[config.mk]
export PLATFORM = sky130hd
export DESIGN_NAME = adc_conversion_serial_readout
export DESIGN_NICKNAME = d
export VERILOG_FILES = /design/src/adc_pkg.sv /design/src/adc_conversion_serial_readout.sv /design/src/conv_clock_source.sv
export SDC_FILE = /design/constraint.sdc
export NUM_CORES = 1
export LEC_CHECK = 0
export ABC_AREA = 1
export BUFFER_PORTS_ARGS = -buffer_cell sky130_fd_sc_hd__buf_4
export CORE_MARGIN = 5
export CORE_UTILIZATION = 55
export CTS_CLUSTER_DIAMETER = 200
export DETAILED_ROUTE_END_ITERATION = 7
export PLACE_DENSITY = 0.74
export SETUP_SLACK_MARGIN = 0.02
export SYNTH_ARGS = -nofsm -noshare
export SYNTH_HDL_FRONTEND = slang
export SYNTH_HIERARCHICAL = 1
export SYNTH_SLANG_ARGS = --single-unit
[constraint.sdc]
create_clock -name ref_clk -period 2.5 [get_ports ref_clk]
set_input_delay 0.5 -clock ref_clk [delete_from_list [all_inputs] [get_ports ref_clk]]
set_output_delay 0.5 -clock ref_clk [all_outputs]
set_load 0.01 [all_outputs]
[src/adc_pkg.sv]
// Shared constants, types and field layout of the converter sequencer
package adc_pkg;

    // Reference clock
    localparam int unsigned CLK_PERIOD_NS = 4;

    // Conversion timing: length in conversion clock periods, durations in ms, minimum external rate in Hz
    localparam int unsigned CONV_PERIODS  = 20480;
    localparam int unsigned CONV_60_MS    = 133;
    localparam int unsigned CONV_50_MS    = 160;
    localparam int unsigned EXT_MIN_HZ    = 2560;
    localparam int unsigned NS_PER_MS     = 1000000;
    localparam int unsigned NS_PER_S      = 1000000000;

    // Internal oscillator period in reference cycles (rounded down)
    localparam int unsigned OSC60_CYC =
        CONV_60_MS * NS_PER_MS / (CLK_PERIOD_NS * CONV_PERIODS);
    localparam int unsigned OSC50_CYC =
        CONV_50_MS * NS_PER_MS / (CLK_PERIOD_NS * CONV_PERIODS);
    // Longest gap between external clock edges that still counts as present
    localparam int unsigned EXT_WINDOW_CYC =
        NS_PER_S / (EXT_MIN_HZ * CLK_PERIOD_NS);

    // Serial clock divider and word length
    localparam int unsigned SCK_DIV  = 8;
    localparam int unsigned WORD_W   = 32;

    typedef logic [10:0] div_t;
    typedef logic [16:0] gap_t;
    typedef logic [14:0] cnt_t;
    typedef logic [4:0]  bit_t;
    typedef logic [1:0]  ph_t;

    localparam div_t OSC60_LAST    = div_t'(OSC60_CYC - 1);
    localparam div_t OSC50_LAST    = div_t'(OSC50_CYC - 1);
    localparam cnt_t CONV_LAST     = cnt_t'(CONV_PERIODS - 1);
    localparam bit_t LAST_FALL     = bit_t'(WORD_W - 1);
    localparam ph_t  SCK_HALF_LAST = ph_t'(SCK_DIV / 2 - 1);
    localparam int unsigned SHIFT_OUT_BIT = WORD_W - 2;

    // Input code in sub-step units; full reference is 2**28
    localparam logic signed [29:0] CLAMP_HI = 30'sh11ff_ffff;
    localparam logic signed [29:0] CLAMP_LO = 30'sh3e00_0000;
    localparam logic [31:0] WORD_CLAMP_HI   = 32'h31ff_ffff;
    localparam logic [31:0] WORD_CLAMP_LO   = 32'h1e00_0000;

    typedef enum logic [2:0] {
        ST_CONV  = 3'h1,
        ST_SLEEP = 3'h2,
        ST_DOUT  = 3'h4
    } conv_state_e;

    typedef struct packed {
        logic        pending;
        logic        filler_bit;
        logic        polarity_flag;
        logic        range_exceeded_flag;
        logic [23:0] result;
        logic [3:0]  sub_bits;
    } word_s;

    typedef struct packed {
        logic sdo;
        logic sdo_oe;
        logic sck_out;
        logic sck_oe;
    } serial_pins_s;

endpackage

[src/adc_conversion_serial_readout.sv]
// Convert, sleep and data output sequencer with the 3-wire serial port
`timescale 1ns/1ps
`default_nettype none

module adc_conversion_serial_readout #(
    parameter int unsigned EXT_WINDOW_CYC = adc_pkg::EXT_WINDOW_CYC
) (
    input  wire logic                  ref_clk,
    input  wire logic                  rst,
    input  wire logic                  rejection_select_pin,
    input  wire logic                  cs_n,
    input  wire logic                  sck_in,
    input  wire logic signed [29:0]    conv_value,
    output adc_pkg::serial_pins_s      pins,
    output logic                       conv_busy,
    output logic                       ext_clk_active,
    output logic                       osc_on
);

    adc_pkg::conv_state_e state_q;
    adc_pkg::conv_state_e state_d;
    adc_pkg::cnt_t        cnt_q;
    adc_pkg::bit_t        fall_q;
    adc_pkg::ph_t         ph_q;
    logic [31:0]          sh_q;
    logic                 cs_q;
    logic                 sck_q;
    logic                 init_q;
    logic                 int_mode_q;
    logic                 int_sck_q;
    logic                 sdo_q;
    logic                 sdo_oe_q;
    logic                 sck_oe_q;
    logic                 osc_on_q;
    logic                 conv_tick;
    logic                 cs_fall;
    logic                 cs_rise;
    logic                 int_run;
    logic                 tog;
    logic                 s_rise;
    logic                 s_fall;
    logic                 conv_done;

    // Out-of-range codes clamp; zero reads with the sign flag set
    function automatic adc_pkg::word_s format_word(
        input logic signed [29:0] v
    );
        adc_pkg::word_s    w;
        logic signed [29:0] c;
        c = v;
        if (v > adc_pkg::CLAMP_HI) begin
            c = adc_pkg::CLAMP_HI;
        end
        if (v < adc_pkg::CLAMP_LO) begin
            c = adc_pkg::CLAMP_LO;
        end
        w.pending             = 1'b0;
        w.filler_bit          = 1'b0;
        w.polarity_flag       = ~c[29];
        w.range_exceeded_flag = c[29] | c[28];
        {w.result, w.sub_bits} = c[27:0];
        return w;
    endfunction

    conv_clock_source #(
        .EXT_WINDOW_CYC (EXT_WINDOW_CYC)
    ) u_clk_src (
        .ref_clk              (ref_clk),
        .rst                  (rst),
        .rejection_select_pin (rejection_select_pin),
        .conv_tick            (conv_tick),
        .ext_active           (ext_clk_active)
    );

    assign cs_fall = cs_q & ~cs_n;
    assign cs_rise = ~cs_q & cs_n;

    assign int_run = int_mode_q & ~cs_n & (state_q != adc_pkg::ST_CONV);
    assign tog     = int_run & conv_tick & (ph_q == adc_pkg::SCK_HALF_LAST);

    // clocks ignored when high
    // Edges count only once select was low at the last sample as well,
    // so a mode change at the select fall cannot fake a first edge
    assign s_rise = ~cs_n & ~cs_q & (int_mode_q ? (tog & ~int_sck_q)
                                                : (sck_in & ~sck_q));
    assign s_fall = ~cs_n & ~cs_q & (int_mode_q ? (tog & int_sck_q)
                                                : (~sck_in & sck_q));

    assign conv_done = conv_tick & (cnt_q == adc_pkg::CONV_LAST);

    always_ff @(posedge ref_clk or posedge rst) begin
        if (rst) begin
            cs_q  <= 1'b1;
            sck_q <= 1'b1;
        end else begin
            cs_q  <= cs_n;
            sck_q <= sck_in;
        end
    end

    // mode capture points
    // The first clocked cycle after reset stands in for power-up
    always_ff @(posedge ref_clk or posedge rst) begin
        if (rst) begin
            init_q     <= 1'b0;
            int_mode_q <= 1'b1;
        end else if (!init_q || cs_fall) begin
            init_q     <= 1'b1;
            int_mode_q <= sck_in;
        end
    end

    // Internal clock idles low so its first toggle is a rising edge
    always_ff @(posedge ref_clk or posedge rst) begin
        if (rst) begin
            ph_q      <= '0;
            int_sck_q <= 1'b0;
        end else if (!int_run) begin
            ph_q      <= '0;
            int_sck_q <= 1'b0;
        end else if (conv_tick) begin
            ph_q <= ph_q + 1'b1;
            if (tog) begin
                int_sck_q <= ~int_sck_q;
            end
        end
    end

    always_comb begin
        state_d = state_q;
        case (state_q)
            adc_pkg::ST_CONV: begin
                if (conv_done) begin
                    state_d = adc_pkg::ST_SLEEP;
                end
            end
            adc_pkg::ST_SLEEP: begin
                if (s_rise) begin
                    state_d = adc_pkg::ST_DOUT;
                end
            end
            adc_pkg::ST_DOUT: begin
                if (cs_rise || (s_fall && fall_q == adc_pkg::LAST_FALL)) begin
                    state_d = adc_pkg::ST_CONV;
                end
            end
            default: begin
                state_d = adc_pkg::ST_CONV;
            end
        endcase
    end

    always_ff @(posedge ref_clk or posedge rst) begin
        if (rst) begin
            state_q <= adc_pkg::ST_CONV;
            cnt_q   <= '0;
            fall_q  <= '0;
        end else begin
            state_q <= state_d;
            if (state_q != adc_pkg::ST_CONV) begin
                cnt_q <= '0;
            end else if (conv_tick) begin
                cnt_q <= cnt_q + 1'b1;
            end
            if (state_q != adc_pkg::ST_DOUT) begin
                fall_q <= '0;
            end else if (s_fall) begin
                fall_q <= fall_q + 1'b1;
            end
        end
    end

    // Result is frozen at the end of conversion so output is static
    always_ff @(posedge ref_clk or posedge rst) begin
        if (rst) begin
            sh_q <= '0;
        end else if (state_q == adc_pkg::ST_CONV && conv_done) begin
            sh_q <= format_word(conv_value);
        end else if (state_q == adc_pkg::ST_DOUT && s_fall) begin
            sh_q <= {sh_q[adc_pkg::WORD_W-2:0], 1'b0};
        end
    end

    always_ff @(posedge ref_clk or posedge rst) begin
        if (rst) begin
            sdo_q <= 1'b1;
        end else if (state_d == adc_pkg::ST_CONV) begin
            sdo_q <= 1'b1;
        end else if (state_d == adc_pkg::ST_SLEEP) begin
            sdo_q <= 1'b0;
        end else if (s_fall) begin
            sdo_q <= sh_q[adc_pkg::SHIFT_OUT_BIT];
        end
    end

    always_ff @(posedge ref_clk or posedge rst) begin
        if (rst) begin
            sdo_oe_q  <= 1'b0;
            sck_oe_q  <= 1'b0;
            conv_busy <= 1'b1;
            osc_on_q  <= 1'b1;
        end else begin
            sdo_oe_q  <= ~cs_n;
            sck_oe_q  <= int_mode_q & ~cs_n;
            conv_busy <= (state_d == adc_pkg::ST_CONV);
            osc_on_q  <= ~ext_clk_active;
        end
    end

    assign pins.sdo     = sdo_q;
    assign pins.sdo_oe  = sdo_oe_q;
    assign pins.sck_out = int_sck_q;
    assign pins.sck_oe  = sck_oe_q;
    assign osc_on       = osc_on_q;

    a_pending_high : assert property (
        @(posedge ref_clk) disable iff (rst)
        (state_q == adc_pkg::ST_CONV && $past(state_q) == adc_pkg::ST_CONV)
            |-> sdo_q
    ) else $error("pending flag low during conversion");

    a_release_sdo : assert property (
        @(posedge ref_clk) disable iff (rst)
        cs_n |=> !pins.sdo_oe
    ) else $error("data pin driven with select high");

    a_last_fall : assert property (
        @(posedge ref_clk) disable iff (rst)
        (state_q == adc_pkg::ST_DOUT && s_fall
            && fall_q == adc_pkg::LAST_FALL)
            |=> (state_q == adc_pkg::ST_CONV && sdo_q && cnt_q == '0)
    ) else $error("no new conversion after last fall");

    a_abort_rise : assert property (
        @(posedge ref_clk) disable iff (rst)
        (state_q == adc_pkg::ST_DOUT && cs_rise)
            |=> state_q == adc_pkg::ST_CONV
    ) else $error("select rise did not abort output");

    a_sleep_hold : assert property (
        @(posedge ref_clk) disable iff (rst)
        (state_q == adc_pkg::ST_SLEEP && !s_rise)
            |=> state_q == adc_pkg::ST_SLEEP
    ) else $error("sleep left without clock rise");

    a_conv_length : assert property (
        @(posedge ref_clk) disable iff (rst)
        (state_q == adc_pkg::ST_SLEEP
            && $past(state_q) == adc_pkg::ST_CONV)
            |-> $past(cnt_q) == adc_pkg::CONV_LAST && $past(conv_tick)
    ) else $error("conversion ended at wrong count");

    a_word_lead : assert property (
        @(posedge ref_clk) disable iff (rst)
        (state_q == adc_pkg::ST_SLEEP) |-> sh_q[31:30] == 2'h0 && !sdo_q
    ) else $error("leading word bits not zero");

    a_clamp_high : assert property (
        @(posedge ref_clk) disable iff (rst)
        (state_q == adc_pkg::ST_CONV && conv_done
            && conv_value > adc_pkg::CLAMP_HI)
            |=> sh_q == adc_pkg::WORD_CLAMP_HI
    ) else $error("high clamp word wrong");

    a_clamp_low : assert property (
        @(posedge ref_clk) disable iff (rst)
        (state_q == adc_pkg::ST_CONV && conv_done
            && conv_value < adc_pkg::CLAMP_LO)
            |=> sh_q == adc_pkg::WORD_CLAMP_LO
    ) else $error("low clamp word wrong");

    a_ext_no_drive : assert property (
        @(posedge ref_clk) disable iff (rst)
        (!int_mode_q && !$past(int_mode_q)) |-> !pins.sck_oe
    ) else $error("clock pin driven in external mode");

endmodule

`default_nettype wire

[src/conv_clock_source.sv]
// Conversion clock source: internal oscillator or detected external clock
`timescale 1ns/1ps
`default_nettype none

module conv_clock_source #(
    parameter int unsigned EXT_WINDOW_CYC = adc_pkg::EXT_WINDOW_CYC
) (
    input  wire logic ref_clk,
    input  wire logic rst,
    input  wire logic rejection_select_pin,
    output logic      conv_tick,
    output logic      ext_active
);

    localparam adc_pkg::gap_t WIN = adc_pkg::gap_t'(EXT_WINDOW_CYC);

    logic          pin_q;
    adc_pkg::gap_t gap_q;
    adc_pkg::div_t div_q;
    adc_pkg::div_t div_last;
    logic          pin_rise;
    logic          osc_tick;

    assign pin_rise = rejection_select_pin & ~pin_q;

    assign div_last = rejection_select_pin ? adc_pkg::OSC50_LAST
                                           : adc_pkg::OSC60_LAST;
    // Compare with >= so a rate change mid-period cannot run past the end
    assign osc_tick = (div_q >= div_last);

    always_ff @(posedge ref_clk or posedge rst) begin
        if (rst) begin
            pin_q <= 1'b0;
        end else begin
            pin_q <= rejection_select_pin;
        end
    end

    always_ff @(posedge ref_clk or posedge rst) begin
        // Start as if silent, so a single edge after reset is not a clock
        if (rst) begin
            gap_q      <= WIN;
            ext_active <= 1'b0;
        end else if (pin_rise) begin
            ext_active <= (gap_q < WIN);
            gap_q      <= '0;
        end else if (gap_q >= WIN) begin
            ext_active <= 1'b0;
        end else begin
            gap_q <= gap_q + 1'b1;
        end
    end

    // Oscillator is held stopped while the external clock runs
    always_ff @(posedge ref_clk or posedge rst) begin
        if (rst) begin
            div_q <= '0;
        end else if (ext_active || osc_tick) begin
            div_q <= '0;
        end else begin
            div_q <= div_q + 1'b1;
        end
    end

    always_ff @(posedge ref_clk or posedge rst) begin
        if (rst) begin
            conv_tick <= 1'b0;
        end else begin
            conv_tick <= ext_active ? pin_rise : osc_tick;
        end
    end

    a_ext_detect : assert property (
        @(posedge ref_clk) disable iff (rst)
        (pin_rise && gap_q < WIN) |=> ext_active
    ) else $error("external clock not detected");

    a_int_return : assert property (
        @(posedge ref_clk) disable iff (rst)
        (!pin_rise && gap_q >= WIN) |=> !ext_active
    ) else $error("internal oscillator not restored");

endmodule

`default_nettype wire

# Yosys cells after proc, flatten, opt, wreduce, memory -nomap -nowiden
# Index checks and enable logic that the tools add are counted.
[word_totals]
ram_bits = 0
register_bits = 97
inputBits = 35
wordCells = 110
romBits = 0
mem_count = 0
out_inout_bits = 7
latchBits = 0
[op_classes]
div_mod_pow = 0
shift = 0
muxes = 30
n_reduce_logical = 13
multipliers = 0
n_lt_le_gt_ge = 5
addsub = 5
eq_ne = 13
bitwise_logic = 24
[op_table]
columns = ["operator", "count"]
rows = [
  ["30-bit 2-to-1 mux", 3],
  ["31-bit 2-to-1 mux", 2],
  ["17-bit 2-to-1 mux", 2],
  ["30-bit greater-than comparator (second input constant)", 1],
  ["30-bit by 26-bit < comparator with 1-bit output (second input constant)", 1],
  ["15-bit 2-to-1 mux", 2],
  ["17-bit by 1-bit adder with 17-bit output (second input constant)", 1],
  ["17-bit greater-or-equal comparator (second input constant)", 1],
  ["17-bit < comparator (second input constant)", 1],
  ["15-bit by 1-bit adder with 15-bit output (second input constant)", 1],
  ["1-bit AND", 15],
  ["15-bit equality test (second input constant)", 1],
  ["11-bit by 1-bit adder with 11-bit output (second input constant)", 1],
  ["11-bit greater-or-equal comparator", 1],
  ["1-bit 2-to-1 mux", 11],
  ["11-bit 2-to-1 mux", 1],
  ["5-bit 2-to-1 mux", 2],
  ["3-bit 2-to-1 mux", 3],
  ["9-bit 2-to-1 mux", 1],
  ["3-bit case mux with 3 select lines", 1],
  ["1-bit inverter", 8],
  ["2-bit nonzero test", 4],
  ["3-bit by 1-bit equality test with 1-bit output (second input constant)", 2],
  ["3-bit by 2-bit equality test with 1-bit output (second input constant)", 2],
  ["15 further kinds", 22],
]

# Logic depth before layout (Yosys ltp)
[logic_depth]
depth_word = 15
depth_mapped = 11
mapped_depth_nobuf = 11

# Hierarchy
# Netlist, hierarchy kept.
[modules_own_cells]
columns = ["module", "n_inst", "seq_area_each_um2", "area_per_inst_um2", "cells_per_inst"]
rows = [
  ["adc_conversion_serial_readout", 1, 1660.3, 3691.0, 516],
  ["conv_clock_source", 1, 789.5, 1981.9, 257],
]

# Least setup slack after synthesis
# No wires, ideal clock.
[synth_timing]
path_type = "register -> register"
start = "reg cnt_q[0]"
end = "reg sh_q[0]"
path_buffers = 1
period_less_slack_ps = 1636
t_required_ps = 2377
setup_ps = 123
arrival_ps = 1513
slack_ps = 864
path_stages_with_launch = 12
cell_sequence = "dfrtp_1 ha_1 inv_1 nor2_1 nand2_2 nor3_4 nand2_2 nand2_2 inv_2 buf_6 nand2_1 o21ai_1"
[synth_via]
elab_chain_len = 4
elab_cells_between_ends = 5
classes_between = "1 x eq/ne; 1 x mux; 1 x bitwise; 2 x reduce/logical"
[synth_lines]
columns = ["item", "line", "source"]
rows = [
  ["from (decl)", "adc_conversion_serial_readout.sv:22", "adc_pkg::cnt_t cnt_q;"],
  ["from (signal assigned)", "adc_conversion_serial_readout.sv:163", "cnt_q <= cnt_q + 1'b1;"],
  ["15-bit equality test (*)", "adc_conversion_serial_readout.sv:89", "assign conv_done = conv_tick & (cnt_q == adc_pkg::CONV_LAST);"],
  ["1-bit AND (*)", "adc_conversion_serial_readout.sv:89", ""],
  ["1-bit logical AND (*)", "adc_conversion_serial_readout.sv:177", "end else if (state_q == adc_pkg::ST_CONV && conv_done) begin"],
  ["31-bit 2-to-1 mux / 2-bit nonzero test (equally long branches)", "n/a", ""],
  ["to (signal assigned)", "adc_conversion_serial_readout.sv:178", "sh_q <= format_word(conv_value);"],
  ["to (signal assigned)", "adc_conversion_serial_readout.sv:180", "sh_q <= {sh_q[adc_pkg::WORD_W-2:0], 1'b0};"],
  ["to (decl)", "adc_conversion_serial_readout.sv:25", "logic [31:0] sh_q;"],
]
# Every way passes the cells marked *; elsewhere a longest branch is shown, timed or not.
# A chain may end at the register's enable or synchronous reset.

# Worst setup path after layout
[layout_timing]
start = "reg state_q[2]"
end = "reg sh_q[13]"
[layout_via]
elab_chain_len = 9
elab_cells_between_ends = 13
classes_between = "3 x eq/ne; 2 x mux; 5 x bitwise; 3 x reduce/logical"
[layout_lines]
columns = ["item", "line", "source"]
rows = [
  ["from (decl)", "adc_conversion_serial_readout.sv:20", "adc_pkg::conv_state_e state_q;"],
  ["from (signal assigned)", "adc_conversion_serial_readout.sv:155", "state_q <= adc_pkg::ST_CONV;"],
  ["from (signal assigned)", "adc_conversion_serial_readout.sv:159", "state_q <= state_d;"],
  ["3-bit by 1-bit != test with 1-bit output", "adc_conversion_serial_readout.sv:78", "assign int_run = int_mode_q & ~cs_n & (state_q != adc_pkg::ST_CONV);"],
  ["1-bit AND", "adc_conversion_serial_readout.sv:78", ""],
  ["1-bit AND (2 in series)", "adc_conversion_serial_readout.sv:79", "assign tog = int_run & conv_tick & (ph_q == adc_pkg::SCK_HALF_LAST);"],
  ["1-bit AND", "adc_conversion_serial_readout.sv:86", "assign s_fall = ~cs_n & ~cs_q & (int_mode_q ? (tog & int_sck_q)"],
  ["1-bit 2-to-1 mux", "adc_conversion_serial_readout.sv:86", ""],
  ["1-bit AND", "adc_conversion_serial_readout.sv:86", ""],
  ["1-bit logical AND", "adc_conversion_serial_readout.sv:179", "end else if (state_q == adc_pkg::ST_DOUT && s_fall) begin"],
  ["2-bit nonzero test (no source line)", "n/a", ""],
]
# Several ways; a longest one is shown, not always the timed one.

==> results.tsv <==
metric	value	unit
drt-met1-wl	5350	um
syn-num-nets	822	
dpl_cell_area	6040	um2
wl_per_cell	12.2	um
hold_viol	0	
power.density	509	nW/um2
cp_cell_sequence	inv_1, nand3_1, buf_4, clkinv_1, nand2_2, nand2_2, inv_2, nand2_1, nand2_1	
syn_to_final_growth	10.4	%
setup-tns-final	0	ns
grt_pass1_wl	20500	um
post_cts.repair.setup_buffers	0	
worstHoldPathType	in -> async	
r2r_start	state_q[2]	
crit_arrival	2.30	ns
seqPwrFrac	0.545	
slew_violations	0	
setup_viol	0	
cp_slowest_cell	inv_2	
top_layer	met4	
clkTransAtPathRegs	0.10	ns
utilization	0.615	
power_frac_clock	0.350	
dr.pass1.iters	5	
rsz0062_at_grt	no	
required	2.80	ns
setup.worst_path.class	reg -> reg	
dr_wl_met3	431	um
ctsHoldBuffers	0	
vias	4900	
gr-total-overflow	0	
die_w	112	um
max_freq	500	MHz
start_util	0.557	
status	finished, final reports clean	
num_antenna_cells	0	
drive_gt1_frac	0.138	
hpwl	8090	um
cp-endpoint	sh_q[13]	
layout_commonest_cell	nand2_1	
r2r_cells	9	
ir_drop	0.000249	V
syn_area_per_cell	7.34	um2
finalClockSkew	0.0175	ns
core	10200	um2
crit_start	state_q[2]	
layout_common_cells	259 x nand2_1, 87 x inv_1, 79 x dfrtp_1	
r2r_slack	0.50	ns
drc	0	
switching_share	0.258	
drtIter0Drc	260	
vias_per_cell	5.17	
antenna_found_initial	0	
final_area	6260	um2
ant_nets	0	
max_slew.worst_pin.slew	0.520	ns
clock_sinks	97	
nNetsFinal	855	
io_buffers	41	
min_period_over_period	0.800	
synth_seq_area_share	0.432	
clkLatencyLatePin	0.38	ns
die_h	112	um
synth_cell_types	39	
cts_root_buf	clkbuf_8	
htree_levels	3	
net-switching-power	0.000822	W
pwr-share-comb	0.105	
die_area	12400	um2
gp_congestion	0.885	
cp_max_fo	30	
cap_violations	0	
relSlewSlack	0.653	
clockBufferDepth	2	
cp-start-kind	flop	
critPathMaxStageDelay	0.39	ns
endpoint_kind	flop	
mappedNetlistArea	5670	um2
p_leak	2.99	nW
wl	11600	um
num_rows	37	
grt_usage	0.193	
grt_max_degree	46	
intPower	0.00236	W
wl_met2	5630	um
cts_tree	built	
cts_made_buffers	9	
syn_inst	773	
ioPinCount	42	
holdWs	0.160	ns
cts_resized	0	
grt_pass1_vias	4681	
synth_seq_cells	97	
period_minus_slack	2.00	ns
reg2reg_to	sh_q[13]	
yosys_warnings	6	
[critical path, delay by kind of cell, from the launching register on]
family,cells,cell delay [ns]
flip-flops,1,0.37
AND/OR/NAND/NOR,5,0.65
buffers and inverters,4,0.90
[cell families (layout without fill, tap and decap cells)]
family,after synthesis,after routing,synth area share
flops,97,97,0.432
other cells,1,1,0.000661
simple gates,435,435,0.328
xor+xnor,17,17,0.0262
buf+inv,122,160,0.0973
fa+ha+maj,14,14,0.0309
compound gates,87,87,0.0854
[sequential cells by signal (all words and copies together), names as in the netlist, 2 cells and up]
signal	count
cnt_q	15
fall_q	5
ph_q	2
sh_q	31
state_q	3
u_clk_src/div_q	11
u_clk_src/gap_q	17
[through the flow]
step | cells | setup slack [ns] | total power [W]
after CTS | 947 | 0.519 | 0.00322
final | 947 | 0.499 | 0.00319
after global routing | 947 | 0.306 | 0.00335
after detailed placement | 931 | 0.428 | 0.00210
after global placement | 931 | 0.509 | 0.00208
after floorplan | 773 | 0.357 | 0.00198
[area by class of cell]
class | instances | area [um2]
Tap cell | 136 | 170
Clock buffer | 10 | 128
Inverter | 91 | 342
Fill cell | 927 | 3920
Multi-Input combinational cell | 554 | 2670
Clock inverter | 6 | 90.1
Sequential cell | 97 | 2450
Timing Repair Buffer | 53 | 410
[synth_stat cells (all sizes together)]
library cell | instances | area, um2
nor3 | 14 | 96.4
a211oi | 1 | 7.51
nand4 | 12 | 75.1
o31ai | 2 | 15.0
clkbuf | 9 | 33.8
nand3b | 1 | 7.51
inv | 90 | 338
o21ai | 38 | 213
dfrtp | 79 | 1980
xnor2 | 6 | 52.6
nor4 | 1 | 6.26
nand3 | 79 | 410
xor2 | 11 | 96.3
nand2 | 264 | 1010
dfstp | 18 | 473
ha | 14 | 175
nor2 | 62 | 243
and3 | 1 | 6.26
and2 | 1 | 6.26
o22ai | 3 | 18.8
o211ai | 1 | 7.51
conb | 1 | 3.75
buf | 22 | 176
a21oi | 41 | 216
a31oi | 1 | 6.26
clkinv | 1 | 3.75
[power groups by stage]
stage | logic [W] | registers, W | clock network, W
2_1_floorplan | 0.000235 | 0.00174 | 0
3_3_place_gp | 0.000325 | 0.00176 | 0
3_5_place_dp | 0.000339 | 0.00176 | 0
4_1_cts | 0.000341 | 0.00173 | 0.00114
5_1_grt | 0.000385 | 0.00175 | 0.00122
6_report | 0.000336 | 0.00173 | 0.00111
[how the worst min path moves through the flow]
stage,end,slack [ns]
floorplan,sh_q[25],0.45
global placement,sh_q[26],0.46
detailed placement,sh_q[8],0.47
CTS,cnt_q[1],0.16
global route,cnt_q[1],0.19
finish,cnt_q[13],0.16
[per-layer routing]
metal / track usage / vias to the layer above
met5: 0 / -
met4: 0.0673 / 0
met3: 0.0353 / 13
met2: 0.330 / 77
met1: 0.246 / 2300
li1: - / 2510
Note: power is estimated with default switching activity, not from simulation.
